`src/rtl/sbg_defs.svh`:
```
/*
 Offsets, field positions, reset values and bit counts of the break generator.
 Assumes inclusion by its bare name from the design module only.
*/
// How it works
// - Set-then-clear of break bit sends one break, 10, 11 or 13 bit times.
// - Breaks repeat back to back while the break bit stays set.
// - LIN master mode when LIN select set and long word cleared.
// - LIN master mode break lasts 13 bit times.
// - Clearing then setting transmit enable queues one idle character.
// - Queued idle puts 10 or 11 idle bit times before the break.
// - Idle then break gives a break of exactly nominal length.
`ifndef SBG_DEFS_SVH
`define SBG_DEFS_SVH

// ----------------------------------------
// Register offsets
// ----------------------------------------
`define SBG_ADDR_CTRL_ONE 3'h0
`define SBG_ADDR_CTRL_TWO 3'h1
`define SBG_ADDR_CTRL_THREE 3'h2
`define SBG_ADDR_BAUD_LO 3'h3
`define SBG_ADDR_BAUD_HI 3'h4
`define SBG_ADDR_STATUS 3'h5

// ----------------------------------------
// Field positions
// ----------------------------------------
`define SBG_BIT_LONG_WORD 4
`define SBG_BIT_TX_ON 3
`define SBG_BIT_SEND_BREAK 0
`define SBG_BIT_LIN_SELECT 6

// ----------------------------------------
// Reset values and bit counts
// ----------------------------------------
`define SBG_BAUD_RESET 16'h0515
`define SBG_BREAK_SHORT 4'hA
`define SBG_BREAK_LONG 4'hB
`define SBG_BREAK_LIN 4'hD
`define SBG_IDLE_SHORT 4'hA
`define SBG_IDLE_LONG 4'hB

`endif

```
`src/rtl/sbg_pkg.sv`:
```
/*
 Types of the break generator: line phase and the module state record.
 Assumes sbg_defs.svh for nothing but shares its naming.
*/
package sbg_pkg;

    // ----------------------------------------
    // Line phases
    // ----------------------------------------
    typedef enum logic [1:0] {
        SBG_QUIET,
        SBG_IDLE_CHAR,
        SBG_BREAK_CHAR
    } sbg_phase_type;

    // ----------------------------------------
    // State record
    // ----------------------------------------
    typedef struct packed {
        logic long_word;
        logic lin_select;
        logic send_break_request;
        logic tx_on_bit;
        logic tx_was_off;
        logic [15:0] baud_divider;
        logic break_pend;
        logic idle_pend;
        sbg_phase_type phase;
        logic [15:0] baud_cnt;
        logic [3:0] bit_cnt;
        logic tx;
        logic [7:0] rdata;
    } sbg_state_type;

endpackage

```
`src/rtl/sbg_break_gen.sv`:
```
/*
 Break and idle character generator for the transmit line, with its registers.
 Assumes a single 25 MHz clock, synchronous active-low reset, and a register
 master on the same clock that never asserts read and write together.
*/
`timescale 1ns/1ps
`include "sbg_defs.svh"

module sbg_break_gen
(
    input wire logic clk,
    input wire logic rst_n,
    input wire logic [2:0] reg_addr,
    input wire logic [7:0] reg_wdata,
    input wire logic reg_write,
    input wire logic reg_read,
    output logic [7:0] reg_rdata,
    output logic tx_out
);
    import sbg_pkg::*;

    sbg_state_type cur;
    sbg_state_type nxt;
    logic lin_master;
    logic [3:0] break_len;
    logic [3:0] idle_len;
    logic bit_end;

    // ----------------------------------------
    // Character lengths
    // ----------------------------------------
    always_comb
    begin
        lin_master = cur.lin_select & ~cur.long_word;
        if (lin_master)
        begin
            break_len = `SBG_BREAK_LIN;
        end
        else if (cur.long_word)
        begin
            break_len = `SBG_BREAK_LONG;
        end
        else
        begin
            break_len = `SBG_BREAK_SHORT;
        end
        idle_len = cur.long_word ? `SBG_IDLE_LONG : `SBG_IDLE_SHORT;
        bit_end = (cur.baud_cnt == 16'h0000) && (cur.bit_cnt == 4'h0);
    end

    // ----------------------------------------
    // Next state
    // ----------------------------------------
    always_comb
    begin
        nxt = cur;
        // Register writes
        if (reg_write)
        begin
            case (reg_addr)
                `SBG_ADDR_CTRL_ONE: nxt.long_word = reg_wdata[`SBG_BIT_LONG_WORD];
                `SBG_ADDR_CTRL_TWO:
                begin
                    nxt.send_break_request = reg_wdata[`SBG_BIT_SEND_BREAK];
                    nxt.tx_on_bit = reg_wdata[`SBG_BIT_TX_ON];
                end
                `SBG_ADDR_CTRL_THREE: nxt.lin_select = reg_wdata[`SBG_BIT_LIN_SELECT];
                `SBG_ADDR_BAUD_LO: nxt.baud_divider[7:0] = reg_wdata;
                `SBG_ADDR_BAUD_HI: nxt.baud_divider[15:8] = reg_wdata;
                default: ;
            endcase
        end

        // Line sequencer; a new character always starts on a fresh bit boundary
        case (cur.phase)
            SBG_QUIET:
            begin
                nxt.tx = 1'b1;
                if (cur.tx_on_bit && cur.idle_pend)
                begin
                    nxt.phase = SBG_IDLE_CHAR;
                    nxt.idle_pend = 1'b0;
                    nxt.baud_cnt = cur.baud_divider;
                    nxt.bit_cnt = idle_len - 4'h1;
                end
                else if (cur.tx_on_bit && (cur.break_pend || cur.send_break_request))
                begin
                    nxt.phase = SBG_BREAK_CHAR;
                    nxt.break_pend = 1'b0;
                    nxt.baud_cnt = cur.baud_divider;
                    nxt.bit_cnt = break_len - 4'h1;
                    nxt.tx = 1'b0;
                end
            end
            SBG_IDLE_CHAR, SBG_BREAK_CHAR:
            begin
                nxt.tx = (cur.phase == SBG_IDLE_CHAR);
                if (cur.baud_cnt != 16'h0000)
                begin
                    nxt.baud_cnt = cur.baud_cnt - 16'h0001;
                end
                else if (!bit_end)
                begin
                    nxt.baud_cnt = cur.baud_divider;
                    nxt.bit_cnt = cur.bit_cnt - 4'h1;
                end
                else if (cur.phase == SBG_IDLE_CHAR && cur.tx_on_bit
                         && (cur.break_pend || cur.send_break_request))
                begin
                    // Break follows the idle with no gap, so its length stays exact
                    nxt.phase = SBG_BREAK_CHAR;
                    nxt.break_pend = 1'b0;
                    nxt.baud_cnt = cur.baud_divider;
                    nxt.bit_cnt = break_len - 4'h1;
                    nxt.tx = 1'b0;
                end
                else if (cur.phase == SBG_BREAK_CHAR && cur.tx_on_bit && cur.send_break_request)
                begin
                    nxt.baud_cnt = cur.baud_divider;
                    nxt.bit_cnt = break_len - 4'h1;
                    nxt.tx = 1'b0;
                end
                else
                begin
                    nxt.phase = SBG_QUIET;
                    nxt.tx = 1'b1;
                end
            end
            default:
            begin
                nxt.phase = SBG_QUIET;
                nxt.tx = 1'b1;
            end
        endcase

        // Request capture after the sequencer so a new request beats its own clear
        if (reg_write && reg_addr == `SBG_ADDR_CTRL_TWO)
        begin
            if (reg_wdata[`SBG_BIT_SEND_BREAK] && !cur.send_break_request)
            begin
                nxt.break_pend = 1'b1;
            end
            if (!reg_wdata[`SBG_BIT_TX_ON])
            begin
                nxt.tx_was_off = 1'b1;
            end
            else if (cur.tx_was_off)
            begin
                nxt.tx_was_off = 1'b0;
                nxt.idle_pend = 1'b1;
            end
        end

        // Read port, data valid in the following cycle only
        nxt.rdata = 8'h00;
        if (reg_read)
        begin
            case (reg_addr)
                `SBG_ADDR_CTRL_ONE: nxt.rdata[`SBG_BIT_LONG_WORD] = cur.long_word;
                `SBG_ADDR_CTRL_TWO:
                begin
                    nxt.rdata[`SBG_BIT_SEND_BREAK] = cur.send_break_request;
                    nxt.rdata[`SBG_BIT_TX_ON] = cur.tx_on_bit;
                end
                `SBG_ADDR_CTRL_THREE: nxt.rdata[`SBG_BIT_LIN_SELECT] = cur.lin_select;
                `SBG_ADDR_BAUD_LO: nxt.rdata = cur.baud_divider[7:0];
                `SBG_ADDR_BAUD_HI: nxt.rdata = cur.baud_divider[15:8];
                `SBG_ADDR_STATUS: nxt.rdata = {3'h0, lin_master, cur.idle_pend, cur.break_pend,
                                               cur.phase == SBG_IDLE_CHAR, cur.phase == SBG_BREAK_CHAR};
                default: nxt.rdata = 8'h00;
            endcase
        end
    end

    // ----------------------------------------
    // State register
    // ----------------------------------------
    always_ff @(posedge clk)
    begin
        if (!rst_n)
        begin
            cur <= '0;
            cur.baud_divider <= `SBG_BAUD_RESET;
            cur.phase <= SBG_QUIET;
            cur.tx <= 1'b1;
        end
        else
        begin
            cur <= nxt;
        end
    end

    assign reg_rdata = cur.rdata;
    assign tx_out = cur.tx;

endmodule

```
`config.mk`:
```
export PLATFORM = sky130hd
export DESIGN_NAME = sbg_break_gen
export DESIGN_NICKNAME = d
export VERILOG_FILES = /design/src/rtl/sbg_pkg.sv /design/src/rtl/sbg_break_gen.sv
export VERILOG_INCLUDE_DIRS = /design/src /design/src/rtl
export SDC_FILE = /design/constraint.sdc
export NUM_CORES = 1
export LEC_CHECK = 0
export BUFFER_PORTS_ARGS = -buffer_cell sky130_fd_sc_hd__buf_4
export CAP_MARGIN = 20
export CORE_ASPECT_RATIO = 1.25
export CORE_UTILIZATION = 60
export CTS_CLUSTER_SIZE = 10
export DETAILED_ROUTE_END_ITERATION = 6
export PLACE_DENSITY = 0.9
export SYNTH_ARGS = -nofsm -noshare
export SYNTH_HDL_FRONTEND = slang
export SYNTH_SLANG_ARGS = --single-unit
export TNS_END_PERCENT = 20
```
`constraint.sdc`:
```
create_clock -name clk -period 3.1 [get_ports clk]
set_clock_uncertainty 0.2 [all_clocks]
set_input_delay 0.155 -clock clk [delete_from_list [all_inputs] [get_ports clk]]
set_output_delay 0.155 -clock clk [all_outputs]
set_load 0.1 [all_outputs]
```
==> results.yml, run 1 <==
status:
  status: "finished, final reports clean"
timing:
  fmax_ghz: 0.3437
  slew_headroom: 0.5738
  tns_ns: 0
  rsz0062_at_grt: "false"
  finalHoldViolCount: 0
  drv_slew: 0
  period_minus_slack_ns: 2.910
  worst_pin_slew_ns: 0.6380
  whs_ns: 0.03717
  fin_crit_sh: 0.9386
  setup_viol: 0
power_and_ir_drop:
  p_leak_nw: 1.302
  pwr-share-clk: 0.344
  p_per_area_mw_per_mm2: 373.4
  p_sw_mw: 0.3099
  ir_worst_vdd_uv: 260.8
  switching_share: 0.2499
  p_seq_frac: 0.575
  power.internal_mw: 0.9300
  p_comb_frac: 0.081
floorplan:
  die_h_um: 81.26
  pin_count: 24
  start_util: 0.6283
  die_width_um: 65.41
  rows: 28
  die-area_mm2: 0.005315
  coreArea_mm2: 0.004800
clock_tree:
  cts.path.max_buffers: 2
  post-cts-setup-buffers: 0
  cts_made_buffers: 5
  clock_sinks: 54
  cts_tree: "built"
  h-tree-depth: 2
  clk_latency_ns: 0.32
  clkTransAtPathRegs_ns: 0.10
  cts_root_buf: "clkbuf_8"
synth:
  synth_cell_types: 56
  synth_edf_count: 0
  yosys-top-cells-area: "dfxtp_1 36%, nand2_1 5.9%, nor2_1 3.9%, o21ai_0 3.3%, a21boi_0 3.0%"
  syn_inst: 367
  ys.flop_type: "dfxtp_1"
  synth_area_mm2: 0.003015
  yosysSeqAreaShare: 0.3585
  syn-num-nets: 388
  synth-seq-cells: 54
  postSynthAreaPerCell_um2: 8.216
  yosysTopAreaCell: "dfxtp_1"
  async_flop_share: 0
  synth_top_cell_area_share: 0.3585
  yosys_warnings: 0
layout:
  area_growth_pct: 10.12
  most-common-layout-cells: "54 x dfxtp_1, 47 x nand2_1, 31 x nor2_1"
  fin_area_mm2: 0.003321
  nets: 401
  drive_gt1_frac: 0.1365
  final_common_cell: "dfxtp_1"
  antenna_cells: 0
grt:
  met3_usage: 0.05478
  top_usage_layer: "met2"
  grt_max_degree: 51
  grt.total_usage: 0.2835
  grt_pass1_vias: 2538
  grt-ovfl-total: 0
  met2_usage: 0.4856
  use_met1: 0.3270
  grt_pass1_wl_mm: 11.54
  antenna_found_initial: 0
route:
  postRouteAntennaNets: 0
  dr_total_vias: 2817
  avgViaCountPerCell: 6.388
  drc: 0
  firstDrtPassIters: 6
  initialDrtViolationCount: 176
  wl_mm: 7.278
  wire_per_inst_um: 16.50
setup_path:
  cp.required_ns: 3.16
  setup.reg_to_reg.worst_slack_ns: 0.19
  r2r_cells: 8
  end_kind: "register"
  critPathLaunchType: "register"
  critPathArrivalTime_ns: 2.97
  critical_path_class: "reg2reg"
  reg2reg_to: "cur[17]"
  cp_max_fo: 16
  reg2reg_from: "cur[13]"
placed_design:
  postPlaceCellArea_mm2: 0.003132
  gp_congestion: 0.8977
  hpwl_mm: 5.065
  port_buffers: 23
run:
  max_cap_violations: 0
min_path:
  min_delay_path_depth: 2
  min_from: "rst_n"
  whs_endpoint: "cur[37]"
  hold_path.class: "in2reg"
[cell families (layout without fill, tap and decap cells)]
kind of cell / after synthesis / count (layout) / share of synthesized area
multiplexers: 13 / 13 / 0.04564
XOR/XNOR: 7 / 7 / 0.02033
AND/OR/NAND/NOR: 150 / 150 / 0.2573
adder cells (fa/ha/maj): 6 / 6 / 0.02490
buffers and inverters: 43 / 57 / 0.07095
AO/OA/AOI/OAI: 94 / 94 / 0.2224
flip-flops: 54 / 54 / 0.3585
[worst max-delay path, stage by stage, from the launching register on]
cell and delay, ns:
dfxtp_1 0.34, inv_1 0.09, ha_1 0.19, or4b_1 0.63, nor4_4 0.30, a21o_1 0.52, a21oi_1 0.16, o22ai_1 0.24
and2_1 0.18
[how the worst max path moves through the flow]
stage	to	start	cells past startpoint	slack (ns)
after floorplan	cur[15]	cur[13]	10	0.52
after global placement	cur[13]	cur[13]	7	0.39
after CTS	cur[17]	cur[13]	8	0.22
after detailed placement	cur[17]	cur[13]	8	0.32
after global routing	cur[17]	cur[13]	8	0.05
final	cur[17]	cur[13]	8	0.19
[synthesized netlist by cell type (5+ instances only)]
cell,count
nor3_1,10
o211ai_1,5
a21oi_1,10
nor3b_1,5
buf_4,8
nor2_1,31
clkbuf_1,15
mux2_2,6
a22oi_1,7
a21boi_0,12
inv_1,12
nor2b_1,12
dfxtp_1,54
o21ai_0,20
a31oi_1,6
nand3_1,8
nand2_1,47
a221oi_1,8
buf_2,6
ha_1,6
and2_1,5
xor2_1,6
mux2i_1,7
[state kept, by name (all words and copies together) (netlist names)]
signal / count
cur: 45
reg_rdata: 8
tx_out: 1
[per-stage QoR]
stage | cells | total power [mW] | worst slack, ns | utilization
6_report | 441 | 1.240 | 0.1905 | 0.6919
5_1_grt | 441 | 1.278 | 0.05159 | 0.6919
4_1_cts | 441 | 1.244 | 0.2222 | 0.6919
3_5_place_dp | 424 | 0.8172 | 0.3221 | 0.6525
3_3_place_gp | 424 | 0.8141 | 0.3911 | 0.6525
2_1_floorplan | 367 | 0.7861 | 0.5216 | -
[per-layer routing]
layer / vias up / wire [um]
li1: 1337 / -
met1: 1340 / 2848
met2: 115 / 3728
met3: 25 / 441
met4: 0 / 259
met5: - / 0
[timing repair]
action / in CTS / in global routing
endpoints found under the hold margin: 24 / 0
gates resized for setup: 0 / 0
hold buffers: 9 / 0
[power groups by stage]
stage	Sequential (mW)	Combinational, mW	Clock (mW)
2_1_floorplan	0.723	0.0628	0
3_3_place_gp	0.728	0.0864	0
3_5_place_dp	0.728	0.0894	0
4_1_cts	0.712	0.0986	0.434
5_1_grt	0.714	0.108	0.457
6_report	0.712	0.101	0.427
[layout make-up]
type                    count  area (um^2)
multi-input cells         270         1720
flip-flops and latches     54         1081
clock inverters             2        16.27
inverters                  12        45.04
repair buffers             37        300.3
fillers                   362         1479
clock buffers               6        82.58
well taps                  60        75.07
(Power assumes the default switching activity.)
==> run 2, diff against run 1 <==
CORE_ASPECT_RATIO = not set   (was 1.25)
GPL_TIMING_DRIVEN = 0   (was not set)
==> results.yml, run 2 (synthesis results as in run 1) <==
status:
  status: "finished, final reports clean"
clock_tree:
  clk_latency_ns: 0.31
  cts_root_buf: "clkbuf_8"
  cts.path.max_buffers: 2
  clock_sinks: 54
  cts_made_buffers: 5
  cts_tree: "built"
  clkTransAtPathRegs_ns: 0.10
  h-tree-depth: 2
  cts_resized: 0
layout:
  final_common_cell: "dfxtp_1"
  most-common-layout-cells: "54 x dfxtp_1, 47 x nand2_1, 31 x nor2_1"
  final_util: 0.7250
  area_growth_pct: 15.06
  multi_input_area_mm2: 0.001720
  antenna_cells: 0
  nets: 426
  stdcell_count: 473
  top_register: "cur"
  seq_area_mm2: 0.001081
  fin_area_mm2: 0.003470
  drive_gt1_frac: 0.1453
  largest_reg_flops: 45
  fillers: 333
setup_path:
  cp_max_fo: 10
  r2r_cells: 9
  critPathArrivalTime_ns: 2.98
  end_kind: "register"
  critical_path_class: "reg2reg"
  critPathLaunchType: "register"
  cp.required_ns: 3.15
route:
  wl_mm: 7.903
  avgViaCountPerCell: 6.243
  firstDrtPassIters: 5
  initialDrtViolationCount: 318
  wire_per_inst_um: 16.71
  postRouteAntennaNets: 0
  dr_total_vias: 2953
  drc: 0
floorplan:
  die-area_mm2: 0.005313
  rows: 25
  pin_count: 24
  coreArea_mm2: 0.004786
  die_h_um: 72.89
  die_width_um: 72.89
  start_util: 0.6301
timing:
  fin_crit_sh: 0.9450
  tns_ns: 0
  fmax_ghz: 0.3414
  worst_pin_slew_ns: 0.9311
  finalHoldViolCount: 0
  slew_headroom: 0.3779
  setup_viol: 0
  drv_slew: 0
  worst_slack_ns: 0.1706
  rsz0062_at_grt: "false"
  period_minus_slack_ns: 2.929
  whs_ns: 0.01935
grt:
  grt.total_usage: 0.3119
  antenna_found_initial: 0
  grt_max_degree: 17
  grt_pass1_wl_mm: 12.61
  grt-ovfl-total: 0
  grt_pass1_vias: 2705
power_and_ir_drop:
  pwr-share-clk: 0.367
  p_seq_frac: 0.550
  switching_share: 0.2353
  p_comb_frac: 0.084
  p_sw_mw: 0.3046
  ir_worst_vdd_uv: 255.6
  finalPower_mw: 1.294
  p_per_area_mw_per_mm2: 373.0
  p_leak_nw: 1.371
  power.internal_mw: 0.9897
placed_design:
  port_buffers: 20
  gp_congestion: 0.9567
  hpwl_mm: 5.381
  dp_slack_ns: 0.3292
  postPlaceCellArea_mm2: 0.003249
  place_inst: 454
min_path:
  min_delay_path_depth: 3
  hold_path.class: "in2reg"
run:
  max_cap_violations: 0
==> run 2: final timing paths <==
path / start / to / slack (ns)
hold reg to reg: cur[29] / cur[29] / 0.31
hold / removal: reg_read / reg_rdata[5] / 0.02
setup reg to reg: cur[29] / cur[14] / 0.17
setup / recovery: cur[29] / cur[14] / 0.17
==> run 2: routing by layer <==
| layer | track usage | vias up | routed length [um] |
|---|---|---|---|
| met5 | 0 | - | 0 |
| met4 | 0.1351 | 0 | 232 |
| met3 | 0.06492 | 28 | 807 |
| met2 | 0.5119 | 168 | 3691 |
| met1 | 0.3969 | 1361 | 3172 |
| li1 | - | 1396 | - |
==> run 2: critical path: stages (launching register included) <==
cell and delay (ns):
dfxtp_1 0.39, inv_1 0.08, ha_1 0.29, clkbuf_1 0.28
nor3b_1 0.74, a21o_1 0.28, buf_2 0.27, nand2_1 0.08
o211ai_1 0.08, and3_1 0.17
==> run 2: final cells by class <==
cell class,instances,share of cell area
Sequential cell,54,0.3116
Inverter,12,0.01298
Clock buffer,6,0.02092
Multi-Input combinational cell,270,0.4959
Tap cell,67,0.02416
Buffer,31,0.04868
Clock inverter,2,0.01082
Timing Repair Buffer,31,0.07501
==> run 2: power by group through the flow <==
stage | clock, mW | combinational, mW | sequential, mW
CTS | 0.477 | 0.106 | 0.711
finish | 0.474 | 0.108 | 0.712
global placement | 0 | 0.0930 | 0.727
global route | 0.499 | 0.116 | 0.712
floorplan | 0 | 0.0628 | 0.723
detailed placement | 0 | 0.0949 | 0.727
==> run 2: timing repair <==
item,in CTS,in global routing
setup endpoints to repair,0,0
endpoints found under the hold margin,23,0
hold buffers,11,0
setup buffers,0,0
==> run 3, diff against run 2 <==
ABC_AREA = 1   (was not set)
==> results.yml, run 3 <==
synth:
  yosys-top-cells-area: "dfxtp_1 34%, nand2_1 13%, nor2_1 7.1%, inv_1 7.0%, a21oi_1 4.5%"
  syn_inst: 477
  yosysSeqAreaShare: 0.3372
  async_flop_share: 0
  synth_common_cells: "109 x nand2_1, 61 x nor2_1, 60 x inv_1"
  yosys_warnings: 0
  ys.flop_type: "dfxtp_1"
  postSynthAreaPerCell_um2: 6.720
  syn-num-nets: 498
  yosysTopAreaCell: "dfxtp_1"
  synth-seq-cells: 54
  synth.most_common_cell: "nand2_1"
  synth_area_mm2: 0.003206
  synth_edf_count: 0
  synth_top_cell_area_share: 0.3372
  synth_cell_types: 41
clock_tree:
  clk_latency_ns: 0.32
  clkTransAtPathRegs_ns: 0.11
  h-tree-depth: 2
  cts.path.max_buffers: 2
  cts_root_buf: "clkbuf_8"
  clock_sinks: 54
  cts_resized: 0
  cts_made_buffers: 5
  cts_tree: "built"
power_and_ir_drop:
  p_per_area_mw_per_mm2: 574.9
  p_leak_nw: 1.806
  finalPower_mw: 2.118
  ir_worst_vdd_uv: 477.7
grt:
  grt.total_usage: 0.3222
  antenna_found_initial: 0
  grt-ovfl-total: 0
  grt_pass1_wl_mm: 13.43
  grt_max_degree: 20
  grt_pass1_vias: 2873
layout:
  top_register: "cur"
  nets: 540
  drive_gt1_frac: 0.1788
  multi_input_area_mm2: 0.001743
  seq_area_mm2: 0.001081
  area_growth_pct: 14.91
  largest_reg_flops: 45
  antenna_cells: 0
  fin_area_mm2: 0.003684
  most-common-layout-cells: "109 x nand2_1, 61 x nor2_1, 60 x inv_1"
  fillers: 436
  final_common_cell: "nand2_1"
timing:
  fmax_ghz: 0.4662
  period_minus_slack_ns: 2.145
  setup_viol: 0
  finalHoldViolCount: 0
  whs_ns: 0.01943
  slew_headroom: 0.6459
  worst_pin_slew_ns: 0.5311
  fin_crit_sh: 0.6920
  rsz0062_at_grt: "false"
  drv_slew: 0
  tns_ns: 0
run:
  max_cap_violations: 0
placed_design:
  hpwl_mm: 6.193
  port_buffers: 23
  gp_congestion: 0.9519
  postPlaceCellArea_mm2: 0.003466
setup_path:
  cp_max_fo: 9
  cp.required_ns: 3.13
  critPathArrivalTime_ns: 2.18
  critPathLaunchType: "register"
  r2r_cells: 9
  end_kind: "register"
  critical_path_class: "reg2reg"
floorplan:
  die_h_um: 75.10
  start_util: 0.6237
  coreArea_mm2: 0.005140
  rows: 26
  die_width_um: 75.10
  die-area_mm2: 0.005639
  pin_count: 24
route:
  avgViaCountPerCell: 5.483
  dr_total_vias: 3235
  initialDrtViolationCount: 274
  firstDrtPassIters: 5
  postRouteAntennaNets: 0
  drc: 0
  wl_mm: 8.538
  wire_per_inst_um: 14.47
min_path:
  min_delay_path_depth: 3
  hold_path.class: "in2reg"
status:
  status: "finished, final reports clean"
==> run 3: kinds of logic (layout without fill, tap and decap cells) <==
family | after synthesis | count (layout) | synth area share
adders and majority gates | 6 | 6 | 0.02342
xor gates and xnor gates | 6 | 6 | 0.01639
and+or+nand+nor | 237 | 237 | 0.3439
DFF | 54 | 54 | 0.3372
AOI/OAI and AO/OA | 88 | 88 | 0.1600
buffers and inverters | 86 | 129 | 0.1190
==> run 3: layout make-up <==
| type | count | share of cell area |
|---|---|---|
| flip-flops and latches | 54 | 0.2935 |
| inverters | 70 | 0.07133 |
| clock buffers | 5 | 0.01868 |
| multi-input cells | 337 | 0.4732 |
| plain buffers | 16 | 0.03227 |
| repair buffers | 35 | 0.07948 |
| clock inverters | 3 | 0.007813 |
| well taps | 70 | 0.02378 |
==> run 3: power by group <==
group          switching (mW)  internal (mW)  total, mW  leakage [nW]
combinational           0.581          0.302      0.884          1.32
clock                   0.266          0.168      0.434        0.0502
sequential             0.0515          0.748      0.800         0.439
==> run 3: metal layers <==
metal  GRT usage  part of all wire  vias to the layer above
met5           0                 0                        -
met4      0.1237             0.028                        0
met3     0.06292             0.065                       25
met2      0.5526              0.49                      139
met1      0.3990              0.42                     1464
li1            -                 -                     1607
==> run 3: stage by stage <==
stage / setup slack [ns] / cells / utilization
3_3_place_gp: 1.037 / 570 / 0.6743
6_report: 0.9549 / 590 / 0.7167
3_5_place_dp: 0.9797 / 570 / 0.6743
2_1_floorplan: 1.215 / 477 / -
4_1_cts: 0.9546 / 590 / 0.7167
5_1_grt: 0.8332 / 590 / 0.7167
==> run 3: repair_timing <==
item	in CTS	in global routing
buffers inserted	0	0
endpoints found under the hold margin	22	0
endpoints found under the setup margin	0	0
hold buffers	12	0
==> run 3: path summary, 6_finish.rpt <==
path            from      end  slack, ns
max          cur[29]  cur[12]       0.95
min            rst_n  cur[30]       0.02
max reg2reg  cur[29]  cur[12]       0.95
min reg2reg  cur[49]  cur[31]       0.29
==> run 3: critical path, cell delays in order, from the launching register on <==
cell	delay [ns]
dfxtp_1	0.40
inv_1	0.09
ha_1	0.29
buf_4	0.18
inv_2	0.09
nand2_1	0.21
inv_1	0.13
or2_2	0.29
a21oi_1	0.15
nor2_1	0.05
